## src/verilog/pmfis_pkg.sv

```systemverilog
// Purpose: shared types and constants for the privileged-mode fetch/issue sync block
// Assumes: one core clock at 250 MHz, synchronous active-high reset
// Notes:   register offsets are byte addresses on the AXI4-Lite slave
package pmfis_pkg;

  localparam logic [2:0]  FP_LATENCY      = 3'h4;
  localparam logic [2:0]  FIRST_FETCH     = 3'h4;
  localparam int unsigned RAS_DEPTH       = 8;
  localparam int unsigned RAS_PTR_W       = 3;
  localparam int unsigned ADDR_W          = 32;

  // register map
  localparam logic [7:0] REG_CTRL     = 8'h00;
  localparam logic [7:0] REG_STATUS   = 8'h04;
  localparam logic [7:0] REG_FPCTL    = 8'h08;
  localparam logic [7:0] REG_FAULT    = 8'h0c;
  localparam logic [7:0] REG_FADDR    = 8'h10;
  localparam logic [7:0] REG_FFORM    = 8'h14;
  localparam logic [7:0] REG_DCCTL    = 8'h18;
  localparam logic [7:0] REG_RASTOP   = 8'h1c;

  // ctrl bits
  localparam int unsigned CTRL_ICACHE_EN = 0;
  localparam int unsigned CTRL_SB_EN     = 1;
  localparam logic [31:0] CTRL_RESET     = 32'h0000_0001;

  localparam logic [1:0] RESP_OKAY   = 2'h0;
  localparam logic [1:0] RESP_SLVERR = 2'h2;

  typedef enum logic [3:0] {
    PMFIS_IRW_NONE    = 4'h0,
    PMFIS_IRW_FPCTL   = 4'h1,
    PMFIS_IRW_IFLUSH  = 4'h2,
    PMFIS_IRW_ASFLUSH = 4'h3,
    PMFIS_IRW_MAPCLR  = 4'h4,
    PMFIS_IRW_ITLBIA  = 4'h5,
    PMFIS_IRW_ASN_A   = 4'h6,
    PMFIS_IRW_ASN_B   = 4'h7,
    PMFIS_IRW_IS_A    = 4'h8,
    PMFIS_IRW_IS_B    = 4'h9
  } pmfis_irw_t;

  typedef enum logic [3:0] {
    PMFIS_BR_NONE    = 4'h0,
    PMFIS_BR_COND    = 4'h1,
    PMFIS_BR_UJUMP   = 4'h2,
    PMFIS_BR_PRET    = 4'h3,
    PMFIS_BR_PJUMP   = 4'h4,
    PMFIS_BR_PCALL   = 4'h5,
    PMFIS_BR_PCORO   = 4'h6
  } pmfis_br_t;

  typedef struct packed {
    logic        valid;
    logic        trapping;
    pmfis_irw_t  kind;
    logic [31:0] data;
  } pmfis_retire_t;

  typedef struct packed {
    logic              valid;
    pmfis_br_t         kind;
    logic              stall;
    logic              callPal;
    logic [2:0]        flowSlot;
    logic              targetPriv;
    logic [1:0]        hint;
    logic [ADDR_W-1:0] target;
  } pmfis_branch_t;

  typedef struct packed {
    logic              taken;
    logic              mispredict;
    logic              fromStack;
    logic [ADDR_W-1:0] target;
  } pmfis_predict_t;

  typedef struct packed {
    logic        valid;
    logic        physical;
    logic [31:0] status;
    logic [31:0] address;
    logic [31:0] formatted;
    logic [31:0] dcControl;
  } pmfis_load_t;

endpackage

```

## src/verilog/pmfis_top.sv

```systemverilog
// Purpose: privileged-mode fetch/issue synchronisation and prediction control
// Assumes: pipeline reports retire, fetch, issue and load events on the core clock
// Notes:   registers reached over AXI4-Lite; one write and one read at a time
// Summary of operation
// [RULE1] control register updates at nontrapping write retire
// [RULE2] fp ops wait four cycles after write
// [RULE3] icache off: supply only stream-buffer hits
// [RULE4] icache flush waits for stall return, fetch idle
// [RULE5] stall return after map clear never flushes
// [RULE6] firmware keeps flush write apart from return
// [RULE7] return fetch may leave privileged mode speculatively
// [RULE8] firmware invalidates itlb early after reset
// [RULE9] privileged cond branches not taken, except first fetch
// [RULE10] unprivileged jumps in privileged mode always mispredict
// [RULE11] stack predicts only native-mode return targets
// [RULE12] trap pushes exception address onto stack
// [RULE13] privileged jumps predicted from hint and mode
// [RULE14] register moves held on store-bubble busy
// [RULE15] physical load leaves fault status unchanged
// [RULE16] firmware barriers loads after fault status read
// [RULE17] firmware chains asn/istream writes behind scoreboard
// [RULE18] asn and istream writes retire in pairs
// [RULE19] stall return drains pipeline for register updates
//
// The address map and the AXI4-Lite interface to the registers were left to the implementer.
`timescale 1ns/100ps
`default_nettype none
module pmfis_top (
  input  wire logic                           clock,
  input  wire logic                           rst,
  // AXI4-Lite slave
  input  wire logic                           s_axi_awvalid,
  output logic                                s_axi_awready,
  input  wire logic [7:0]                     s_axi_awaddr,
  input  wire logic                           s_axi_wvalid,
  output logic                                s_axi_wready,
  input  wire logic [31:0]                    s_axi_wdata,
  input  wire logic [3:0]                     s_axi_wstrb,
  output logic                                s_axi_bvalid,
  input  wire logic                           s_axi_bready,
  output logic      [1:0]                     s_axi_bresp,
  input  wire logic                           s_axi_arvalid,
  output logic                                s_axi_arready,
  input  wire logic [7:0]                     s_axi_araddr,
  output logic                                s_axi_rvalid,
  input  wire logic                           s_axi_rready,
  output logic      [31:0]                    s_axi_rdata,
  output logic      [1:0]                     s_axi_rresp,
  // pipeline
  input  wire pmfis_pkg::pmfis_retire_t       retireEvt,
  input  wire logic                           privMode,
  input  wire logic                           stallRetRetire,
  input  wire logic                           fetchOutstanding,
  input  wire logic                           fpOpReq,
  output logic                                fpOpGo,
  output logic                                icacheFlush,
  output logic                                pairAbort,
  input  wire logic                           streamHit,
  input  wire logic                           icacheHit,
  output logic                                supplyValid,
  input  wire pmfis_pkg::pmfis_branch_t       branchIn,
  output pmfis_pkg::pmfis_predict_t           predictOut,
  output logic                                specExitAllowed,
  input  wire logic                           trapEnter,
  input  wire logic [pmfis_pkg::ADDR_W-1:0]   exceptionAddress,
  input  wire logic                           irMoveReq,
  input  wire logic                           loadReq,
  input  wire logic                           storeBubbleBusy,
  input  wire logic                           loadBubbleBusy,
  output logic                                irMoveIssue,
  output logic                                loadIssue,
  input  wire pmfis_pkg::pmfis_load_t         loadDone,
  output logic                                pipeDrain
);
  // register state
  logic [31:0] ctrl, next_ctrl;
  logic [31:0] fpControl, next_fpControl;
  logic [31:0] faultStatus, next_faultStatus;
  logic [31:0] faultAddr, next_faultAddr;
  logic [31:0] faultForm, next_faultForm;
  logic [31:0] dcControl, next_dcControl;
  logic        flushPend, next_flushPend;
  logic        flushArmed, next_flushArmed;
  logic        itlbInit, next_itlbInit;
  logic [2:0]  fpWait, next_fpWait;
  logic        pairOpen, next_pairOpen;

  logic wrFire, rdFire, retNative;
  logic [pmfis_pkg::ADDR_W-1:0] rasTop;

  // register bus slave
  logic        awHeld, next_awHeld, wHeld, next_wHeld;
  logic [7:0]  awAddr, next_awAddr;
  logic [31:0] wData, next_wData;
  logic        bv, next_bv, rv, next_rv;
  logic [1:0]  bresp, next_bresp, rresp, next_rresp;
  logic [31:0] rdata, next_rdata;

  assign s_axi_awready = !awHeld && !bv;
  assign s_axi_wready  = !wHeld && !bv;
  assign s_axi_arready = !rv;
  assign s_axi_bvalid  = bv;
  assign s_axi_bresp   = bresp;
  assign s_axi_rvalid  = rv;
  assign s_axi_rdata   = rdata;
  assign s_axi_rresp   = rresp;
  assign wrFire = awHeld && wHeld && !bv;
  assign rdFire = s_axi_arvalid && !rv;

  always_comb begin
    next_awHeld = awHeld;
    next_wHeld  = wHeld;
    next_awAddr = awAddr;
    next_wData  = wData;
    next_bv     = bv;
    next_bresp  = bresp;
    next_rv     = rv;
    next_rresp  = rresp;
    next_rdata  = rdata;
    if (s_axi_awvalid && s_axi_awready) begin
      next_awHeld = 1'b1;
      next_awAddr = s_axi_awaddr;
    end
    if (s_axi_wvalid && s_axi_wready) begin
      next_wHeld = 1'b1;
      next_wData = s_axi_wdata;
    end
    if (wrFire) begin
      next_awHeld = 1'b0;
      next_wHeld  = 1'b0;
      next_bv     = 1'b1;
      next_bresp  = (awAddr == pmfis_pkg::REG_CTRL) ? pmfis_pkg::RESP_OKAY
                                                    : pmfis_pkg::RESP_SLVERR;
    end else if (bv && s_axi_bready) begin
      next_bv = 1'b0;
    end
    if (rdFire) begin
      next_rv    = 1'b1;
      next_rresp = pmfis_pkg::RESP_OKAY;
      case (s_axi_araddr)
        pmfis_pkg::REG_CTRL:   next_rdata = ctrl;
        pmfis_pkg::REG_STATUS: next_rdata = {27'h0, privMode, pairOpen, (fpWait == 3'h0),
                                             itlbInit, flushPend};
        pmfis_pkg::REG_FPCTL:  next_rdata = fpControl;
        pmfis_pkg::REG_FAULT:  next_rdata = faultStatus;
        pmfis_pkg::REG_FADDR:  next_rdata = faultAddr;
        pmfis_pkg::REG_FFORM:  next_rdata = faultForm;
        pmfis_pkg::REG_DCCTL:  next_rdata = dcControl;
        pmfis_pkg::REG_RASTOP: next_rdata = rasTop;
        default: begin
          next_rdata = 32'h0;
          next_rresp = pmfis_pkg::RESP_SLVERR;
        end
      endcase
    end else if (rv && s_axi_rready) begin
      next_rv = 1'b0;
    end
  end

  always_ff @(posedge clock) begin
    if (rst) begin
      awHeld <= 1'b0;
      wHeld  <= 1'b0;
      awAddr <= 8'h0;
      wData  <= 32'h0;
      bv     <= 1'b0;
      bresp  <= 2'h0;
      rv     <= 1'b0;
      rresp  <= 2'h0;
      rdata  <= 32'h0;
    end else begin
      awHeld <= next_awHeld;
      wHeld  <= next_wHeld;
      awAddr <= next_awAddr;
      wData  <= next_wData;
      bv     <= next_bv;
      bresp  <= next_bresp;
      rv     <= next_rv;
      rresp  <= next_rresp;
      rdata  <= next_rdata;
    end
  end

  // sync, flush, pair and fault state
  logic retV;
  assign retV = retireEvt.valid;

  always_comb begin
    next_ctrl        = ctrl;
    next_fpControl   = fpControl;
    next_faultStatus = faultStatus;
    next_faultAddr   = faultAddr;
    next_faultForm   = faultForm;
    next_dcControl   = dcControl;
    next_flushPend   = flushPend;
    next_flushArmed  = flushArmed;
    next_itlbInit    = itlbInit;
    next_fpWait      = (fpWait != 3'h0) ? fpWait - 3'h1 : 3'h0;
    next_pairOpen    = pairOpen;
    if (wrFire && awAddr == pmfis_pkg::REG_CTRL && s_axi_wstrb[0]) begin
      next_ctrl = {30'h0, wData[pmfis_pkg::CTRL_SB_EN], wData[pmfis_pkg::CTRL_ICACHE_EN]};
    end
    // flush becomes eligible only at a later stall return
    if (flushArmed && stallRetRetire) begin
      next_flushArmed = 1'b0;
      next_flushPend  = 1'b1; // [RULE4]
    end
    if (flushPend && !fetchOutstanding) begin
      next_flushPend = 1'b0; // [RULE4]
    end
    if (pairOpen && stallRetRetire) begin
      next_pairOpen = 1'b0; // [RULE18]
    end
    if (retV && !retireEvt.trapping) begin
      case (retireEvt.kind)
        pmfis_pkg::PMFIS_IRW_FPCTL: begin
          next_fpControl = retireEvt.data; // [RULE1]
          next_fpWait    = pmfis_pkg::FP_LATENCY; // [RULE2]
        end
        pmfis_pkg::PMFIS_IRW_IFLUSH,
        pmfis_pkg::PMFIS_IRW_ASFLUSH: next_flushArmed = 1'b1; // [RULE4]
        pmfis_pkg::PMFIS_IRW_MAPCLR:  next_flushArmed = 1'b0; // [RULE5]
        pmfis_pkg::PMFIS_IRW_ITLBIA:  next_itlbInit = 1'b1;
        pmfis_pkg::PMFIS_IRW_ASN_A,
        pmfis_pkg::PMFIS_IRW_IS_A: begin
          next_pairOpen = 1'b1; // [RULE18]
        end
        pmfis_pkg::PMFIS_IRW_ASN_B,
        pmfis_pkg::PMFIS_IRW_IS_B: next_pairOpen = 1'b0; // [RULE18]
        default: ;
      endcase
    end
    if (loadDone.valid) begin
      if (!loadDone.physical) begin
        next_faultStatus = loadDone.status; // [RULE15]
      end
      next_faultAddr = loadDone.address;
      next_faultForm = loadDone.formatted;
      next_dcControl = loadDone.dcControl;
    end
  end

  // a broken pair aborts
  always_comb begin
    pairAbort = 1'b0;
    if (pairOpen && stallRetRetire) begin
      pairAbort = 1'b1; // [RULE18]
    end
    if (pairOpen && retV && !retireEvt.trapping &&
        retireEvt.kind != pmfis_pkg::PMFIS_IRW_ASN_B &&
        retireEvt.kind != pmfis_pkg::PMFIS_IRW_IS_B &&
        retireEvt.kind != pmfis_pkg::PMFIS_IRW_NONE) begin
      pairAbort = 1'b1; // [RULE18]
    end
  end

  always_ff @(posedge clock) begin
    if (rst) begin
      ctrl        <= pmfis_pkg::CTRL_RESET;
      fpControl   <= 32'h0;
      faultStatus <= 32'h0;
      faultAddr   <= 32'h0;
      faultForm   <= 32'h0;
      dcControl   <= 32'h0;
      flushPend   <= 1'b0;
      flushArmed  <= 1'b0;
      itlbInit    <= 1'b0;
      fpWait      <= 3'h0;
      pairOpen    <= 1'b0;
    end else begin
      ctrl        <= next_ctrl;
      fpControl   <= next_fpControl;
      faultStatus <= next_faultStatus;
      faultAddr   <= next_faultAddr;
      faultForm   <= next_faultForm;
      dcControl   <= next_dcControl;
      flushPend   <= next_flushPend;
      flushArmed  <= next_flushArmed;
      itlbInit    <= next_itlbInit;
      fpWait      <= next_fpWait;
      pairOpen    <= next_pairOpen;
    end
  end

  assign icacheFlush = flushPend && !fetchOutstanding; // [RULE4]
  assign fpOpGo      = fpOpReq && (fpWait == 3'h0); // [RULE2]
  assign pipeDrain   = stallRetRetire; // [RULE19]
  assign specExitAllowed = 1'b1; // [RULE7]

  // instruction supply
  assign supplyValid = ctrl[pmfis_pkg::CTRL_ICACHE_EN] ? (icacheHit || streamHit)
                                                       : streamHit; // [RULE3]

  // issue ordering
  assign irMoveIssue = irMoveReq && !storeBubbleBusy; // [RULE14]
  assign loadIssue   = loadReq && !loadBubbleBusy; // [RULE14]

  // prediction
  assign retNative = branchIn.valid && branchIn.kind == pmfis_pkg::PMFIS_BR_PRET &&
                     !branchIn.targetPriv;

  pmfis_ras u_ras (
    .clock    (clock),
    .rst      (rst),
    .push     (trapEnter), // [RULE12]
    .pushAddr (exceptionAddress),
    .pop      (retNative),
    .top      (rasTop)
  );

  always_comb begin
    predictOut = '0;
    if (branchIn.valid && privMode) begin
      case (branchIn.kind)
        pmfis_pkg::PMFIS_BR_COND: begin
          predictOut.taken = !branchIn.callPal &&
                             (branchIn.flowSlot < pmfis_pkg::FIRST_FETCH); // [RULE9]
        end
        pmfis_pkg::PMFIS_BR_UJUMP: predictOut.mispredict = 1'b1; // [RULE10]
        pmfis_pkg::PMFIS_BR_PRET: begin
          predictOut.taken = 1'b1;
          if (branchIn.targetPriv) begin
            predictOut.mispredict = 1'b1; // [RULE11]
          end else begin
            predictOut.fromStack = 1'b1; // [RULE11]
            predictOut.target    = rasTop;
          end
        end
        pmfis_pkg::PMFIS_BR_PJUMP,
        pmfis_pkg::PMFIS_BR_PCALL,
        pmfis_pkg::PMFIS_BR_PCORO: begin
          predictOut.taken  = 1'b1;
          predictOut.target = {branchIn.target[31:2], branchIn.hint[0],
                               branchIn.targetPriv}; // [RULE13]
        end
        default: ;
      endcase
    end
  end
endmodule
`default_nettype wire

```

## src/verilog/pmfis_ras.sv

```systemverilog
// Purpose: return-address stack for native-mode return prediction
// Assumes: push and pop never in the same cycle with an empty stack
// Notes:   wraps on overflow, oldest entry lost
`timescale 1ns/100ps
`default_nettype none
module pmfis_ras (
  input  wire logic                          clock,
  input  wire logic                          rst,
  input  wire logic                          push,
  input  wire logic [pmfis_pkg::ADDR_W-1:0]  pushAddr,
  input  wire logic                          pop,
  output logic      [pmfis_pkg::ADDR_W-1:0]  top
);
  logic [pmfis_pkg::ADDR_W-1:0]    stack [pmfis_pkg::RAS_DEPTH];
  logic [pmfis_pkg::RAS_PTR_W-1:0] ptr;
  logic [pmfis_pkg::RAS_PTR_W-1:0] next_ptr;

  always_comb begin
    next_ptr = ptr;
    if (push && !pop) begin
      next_ptr = ptr + 3'h1;
    end else if (pop && !push) begin
      next_ptr = ptr - 3'h1;
    end
  end

  always_ff @(posedge clock) begin
    if (rst) begin
      ptr <= '0;
    end else begin
      ptr <= next_ptr;
    end
  end

  always_ff @(posedge clock) begin
    if (push && !pop) begin
      stack[ptr] <= pushAddr;
    end else if (push && pop) begin
      stack[ptr - 3'h1] <= pushAddr;
    end
  end

  always_ff @(posedge clock) begin
    if (rst) begin
      top <= '0;
    end else if (push) begin
      top <= pushAddr;
    end else if (pop) begin
      top <= stack[ptr - 3'h2];
    end
  end
endmodule
`default_nettype wire

```

## config.mk

```make
export PLATFORM = sky130hd
export DESIGN_NAME = pmfis_top
export DESIGN_NICKNAME = d
export VERILOG_FILES = /design/src/verilog/pmfis_pkg.sv /design/src/verilog/pmfis_top.sv /design/src/verilog/pmfis_ras.sv
export SDC_FILE = /design/constraint.sdc
export NUM_CORES = 1
export LEC_CHECK = 0
export BUFFER_PORTS_ARGS = -buffer_cell sky130_fd_sc_hd__buf_2
export CORE_MARGIN = 4
export CORE_UTILIZATION = 55
export CTS_CLUSTER_DIAMETER = 30
export CTS_CLUSTER_SIZE = 30
export DETAILED_ROUTE_END_ITERATION = 8
export MAX_ROUTING_LAYER = met4
export PLACE_DENSITY_LB_ADDON = 0.3
export SLEW_MARGIN = 20
export SYNTH_ARGS = -nofsm -noshare
export SYNTH_HDL_FRONTEND = slang
export SYNTH_SLANG_ARGS = --single-unit
```

## constraint.sdc

```tcl
create_clock -name clock -period 7.65 [get_ports clock]
set_clock_uncertainty 0.1 [all_clocks]
set_input_delay 1.53 -clock clock [delete_from_list [all_inputs] [get_ports clock]]
set_output_delay 1.53 -clock clock [all_outputs]
set_load 0.02 [all_outputs]
```

=== Yosys cells after proc, flatten, opt, wreduce, memory -nomap -nowiden ===
Memory sizes are Yosys's and may differ from the RTL's.
Cells that the tools add are included.

* Flip-flop bits (word level): 254
* Latch bits: 0
* Memory bits (writable): 256
* Bits in read-only memories: 0
* Input bits: 315
* Memories kept: 1

* $add $sub $neg: 4
* Multiply operators: 0
* Div/mod/pow operators: 0
* Magnitude comparators: 1
* Equal/unequal tests: 24
* Shift operators: 0
* Multiplexer cells: 38
* Bitwise operators: 1
* Reduce and logical (&&, ||, !) cells: 64

{| class="wikitable"
|+ Memories
! memory !! words !! width !! read ports !! clocked after memory_dff !! write ports !! line !! text
|-
| u_ras.stack || 8 || 32 || 1 || 0 || 1 || pmfis_ras.sv:14 || <nowiki>logic [pmfis_pkg::ADDR_W-1:0] stack [pmfis_pkg::RAS_DEPTH];</nowiki>
|}

{| class="wikitable"
|+ Operators by type and width
! kind !! number
|-
| case mux 32 bit (8 select lines) || 1
|-
| 2-to-1 mux 32 bit || 3
|-
| case mux 32 bit (2 select lines) || 1
|-
| 2-to-1 mux 35 bit || 1
|-
| 2-to-1 mux 33 bit || 1
|-
| equality test 8 x 5 -> 1 bit (second input constant) || 4
|-
| OR reduction 32 bit || 1
|-
| logical AND 1 bit || 30
|-
| equality test 4 x 3 -> 1 bit (second input constant) || 7
|-
| 2-to-1 mux 1 bit || 19
|-
| 2-to-1 mux 3 bit || 6
|-
| equality test 4 x 2 -> 1 bit (second input constant) || 4
|-
| equality test 8 x 4 -> 1 bit (second input constant) || 2
|-
| zero test 8 bit || 2
|-
| zero test 1 bit || 12
|-
| OR reduction 2 bit || 5
|-
| equality test 4 x 1 -> 1 bit (second input constant) || 2
|-
| equality test 4 bit (second input constant) || 2
|-
| equality test 8 x 3 -> 1 bit (second input constant) || 1
|-
| case mux 1 bit (2 select lines) || 4
|-
| nonzero test 2 bit || 4
|-
| OR reduction 8 bit || 1
|-
| AND reduction 2 bit || 3
|-
| subtractor 3 x 1 -> 3 bit (second input constant) || 2
|-
| 13 further kinds || 14
|}

=== Longest topological paths before layout ===
* Word-level depth: 9
* Mapped depth: 10
* Mapped depth without buffers: 8

=== Cells and area by module ===
Synthesis repeated with hierarchy kept, for this count alone.

* Cells, all modules: 1765
* Area, all modules: 21076.5 sq um

{| class="wikitable"
|+ By module, submodules not included
! module !! instances !! cells each !! area each (sq um) !! sequential area each (sq um)
|-
| pmfis_ras || 1 || 693 || 11315.9 || 8388.0
|-
| pmfis_top || 1 || 1072 || 9760.6 || 4344.2
|}

=== Worst setup path after synthesis ===
OpenSTA, ideal clock, no wires.

* Path kind: input-to-reg
* From: input branchIn[42] in the netlist's numbering
* To: memory u_ras.stack[4][0] in the netlist's numbering (enable)
* Library setup time: 461 ps
* Arrival: 5348 ps
* Required time: 7089 ps
* Slack: 1741 ps
* Stages: 9
* Buffers on the path: 2
* Path through: clkbuf_1 -> nor4_2 -> clkbuf_1 -> nand2_1 -> inv_1 -> ha_1 -> nand2_1 -> xor2_1 -> nor3_1

* Cells in the longest elaborated chain, start to end: 9

{| class="wikitable"
|+ RTL lines
! item !! line !! text
|-
| start, declared || pmfis_top.sv:61 || <nowiki>input wire pmfis_pkg::pmfis_branch_t branchIn,</nowiki>
|-
| equality test 4 x 2 -> 1 bit (*) || pmfis_top.sv:299 || <nowiki>assign retNative = branchIn.valid && branchIn.kind == pmfis_pkg::PMFIS_BR_PRET &&</nowiki>
|-
| logical AND 1 bit (*) (2 in series) || pmfis_top.sv:299 ||
|-
| logical AND 1 bit or zero test 1 bit (tied branches) || pmfis_ras.sv:38, pmfis_ras.sv:36 ||
|-
| 2-to-1 mux 1 bit or logical AND 1 bit (tied branches) || pmfis_ras.sv:38, pmfis_ras.sv:36 ||
|-
| 2-to-1 mux 1 bit || pmfis_ras.sv:36 || <nowiki>if (push && !pop) begin</nowiki>
|-
| 2-to-1 mux 1 bit (implied by the code) || pmfis_ras.sv:39 || <nowiki>stack[ptr - 3'h1] <= pushAddr;</nowiki>
|-
| OR reduction 32 bit (no line) || - ||
|-
| 2-to-1 mux 3 bit (no line) or 2-to-1 mux 1 bit (tied branches) || - ||
|-
| end, declared || pmfis_ras.sv:14 ||
|}

Every way passes the cells marked *; elsewhere a longest branch is shown, timed or not.

==> summary.txt <==
Yosys
  – Post-synth ARST share: 0
  – Main combinational cell family by area after synthesis: multiplexers
  – Compound-Gate Fraction of Synth Area: 0.121
  – Mapped cell area: ~0.021 mm2
  – Post-Syn Instances: roughly 1800
  – Post-synthesis xor/xnor area fraction: 0.00247
  – Synth Area in Simple Gates: 0.0946
  – Post-synthesis mux area share: 0.147
  – Warnings, synthesis: 0
  – Distinct cell type count after synthesis: 63
  – Post-synthesis sequential area ratio: 0.597
  – Share of synthesized cell area in full adder, half adder and majority cells: 0.00352
  – Post-synth EDFFs: 256
  – Main synth FF type: edfxtp_1
  – FF+latch count, synth: 508
  – Post-synthesis area per instance: 11.9 um2

Run
  – Max_cap viols: 0

Detailed routing
  – Via density per instance: about 6
  – Drt wl/cell: 24.0 um
  – Residual DRC count: 0
  – DR pass1 iterations: 6
  – Vias: 16300
  – Final antenna-violating net count: 0
  – Routed wire length: 65.8 mm
  – 1st-iter DRT viols: 1568

Placed design
  – Inst Count DP: 2548
  – Port Buffers: 356
  – Placed inst area: 0.0234 mm2
  – Routability-driven placement congestion ratio: 0.922
  – HPWL after DPL: 43.1 mm

Global route
  – Vias in the first global route: 16100
  – Global-route wire length before repair: 96.0 mm
  – Pin count of the biggest net entering global routing: 118
  – Total grt overflow: 0
  – Initial antenna violation count: 8
  – Tot GR Track Use: 0.311

Cells and area
  – Final #Nets: 2457
  – Multi-input logic area: between 0.007 and 0.008 mm2
  – Register area: 0.0127 mm2
  – Fillers: 2623
  – Finished Cell Area: approximately 0.027 mm2
  – Layout area overhead: 26.2%
  – Share of layout cells above drive strength 1: 0.292
  – Most common cell after layout, fill and taps aside: buf_2
  – Layout Cells excl Fill: 2739
  – Most frequent cells in the layout: buf_2 (353), edfxtp_1 (256), dfxtp_1 (249), nand2_1 (223), mux2i_1 (200)

Floorplanning
  – Die area: 0.0420 mm2
  – Initial core utilization: 0.562
  – Ports: 399
  – DIE WIDTH: approximately 200 um
  – Row cnt: 71
  – Die H: ~200 um
  – Core box area: 0.0379 mm2

Timing
  – Worst slew pin tran: 1.15 ns
  – Slew margin rel.: 0.233
  – Setup tns final: 0 ns
  – Slew Limit Fails: 0
  – Setup repair after global routing missed its margin: false
  – Fmax: 211 MHz
  – Final setup viols: 0
  – Tmin final: 4.75 ns
  – Final Hold Fails: 0
  – Fin crit share: 0.621

Pwr
  – Psw: 1.89 mW
  – Max VDD drop: 0.226 mV
  – Comb power frac: 0.080
  – Leak: ~10 nW
  – Clock power frac: 0.541
  – Internal: 6.26 mW
  – Power density over the cells: 303 mW/mm2
  – Sw frac: 0.231
  – Seq pwr share: 0.379

Clock tree
  – CTS tree: built
  – Post-CTS Hold Fix Bufs: 0
  – H-tree depth: 3
  – Clock transition at path regs: around 0.040 ns
  – Root Buffer: clkbuf_16
  – Post-CTS sizing: 0
  – Worst-Skew Late Latency: ~0.61 ns
  – Num CTS Buffers: 96
  – Clk buf depth: 3
  – Sinks on Clock Net: 508
  – Setup repair bufs after CTS: 0

Critical path
  – Critical path type: in -> out
  – Crit path launch type: input pin
  – Worst setup EP type: primary output
  – Maximum fanout along the worst path: 29
  – CP arrival: approximately 3.1 ns
  – Req. time, crit path: between 6 and 7 ns

Run status
  – Outcome: completed

Worst hold path
  – Worst hold-check path type: reg -> reg
## power groups by stage
stage	Combinational [mW]	Clock, mW	Sequential (mW)
floorplan	0.423	0	3.08
CTS	0.648	4.44	3.08
detailed placement	0.637	0	3.13
global placement	0.620	0	3.12
finish	0.652	4.41	3.08
global route	0.701	4.58	3.09
## critical path, stage by stage
cell	delay [ns]
buf_2	0.20
nand2_1	0.10
or2_2	0.32
nand2b_1	0.28
buf_4	0.30
nor2_1	0.19
buf_2	0.19
## Yosys cell counts (7+ instances only)
| cell | count | area, um2 |
|---|---|---|
| buf_2 | 38 | 190 |
| nand2b_1 | 9 | 56.3 |
| nand2_1 | 223 | 837 |
| o2bb2ai_1 | 43 | 377 |
| nor3_1 | 15 | 75.1 |
| edfxtp_1 | 256 | 7690 |
| a22oi_1 | 47 | 353 |
| o21ai_0 | 54 | 270 |
| nor2b_1 | 14 | 87.6 |
| o21ai_1 | 23 | 115 |
| mux2_2 | 28 | 315 |
| mux4_2 | 36 | 811 |
| a21oi_1 | 98 | 490 |
| a221oi_1 | 41 | 359 |
| buf_1 | 7 | 26.3 |
| o22ai_1 | 14 | 87.6 |
| inv_1 | 27 | 101 |
| dfxtp_1 | 252 | 5040 |
| a221oi_2 | 9 | 135 |
| clkbuf_1 | 77 | 289 |
| a22o_1 | 9 | 78.8 |
| buf_4 | 12 | 90.1 |
| a21boi_1 | 9 | 67.6 |
| mux2i_1 | 200 | 2000 |
| nor2_1 | 154 | 578 |
## cell families after synthesis
family	Yosys count
xor gates and xnor gates	6
and+or+nand+nor	461
muxes	264
DFF	508
buffers and inverters	163
other	2
adders and majority gates	6
AOI/OAI and AO/OA	377
## metrics by stage
stage          setup slack, ns  hold slack [ns]  utilization  power (mW)
6_report                  2.90            0.349        0.709        8.15
5_1_grt                   2.83            0.362        0.709        8.37
4_1_cts                   2.93            0.347        0.708        8.16
3_5_place_dp              2.54            0.340        0.617        3.77
3_3_place_gp              2.66            0.333        0.617        3.74
2_1_floorplan             1.74            0.332            -        3.50
## cell type report
cell class | instances | area share
Sequential cell | 508 | 0.473
Multi-Input combinational cell | 1117 | 0.295
Clock buffer | 119 | 0.0990
Timing Repair Buffer | 386 | 0.0751
Clock inverter | 62 | 0.0292
Tap cell | 511 | 0.0238
Inverter | 27 | 0.00377
Antenna cell | 9 | 0.000837
## worst paths after layout
check,start,to,slack [ns],cells after the start
setup / recovery,privMode,predictOut[26],2.90,7
hold / removal,s_axi_rdata[21],s_axi_rdata[21],0.35,2
setup reg to reg,u_ras.ptr[0],u_ras.top[4],4.25,5
hold reg to reg,s_axi_rdata[21],s_axi_rdata[21],0.35,2
## routing by layer
layer | up-vias | wire (um) | track usage
met4 | 0 | 2100 | 0.111
met3 | 119 | 6360 | 0.0776
met2 | 858 | 32800 | 0.519
li1 | 7359 | - | -
met5 | - | 0 | -
met1 | 7995 | 24600 | 0.371
## sequential cells by signal, summed over array words and instances (netlist names), 8 cells and up
| register | cells |
|---|---|
| faultForm | 32 |
| dcControl | 32 |
| s_axi_rdata | 32 |
| u_ras.stack | 256 |
| faultStatus | 32 |
| u_ras.top | 32 |
| fpControl | 32 |
| awAddr | 8 |
| faultAddr | 32 |
Power figures use the tool's default switching activity.
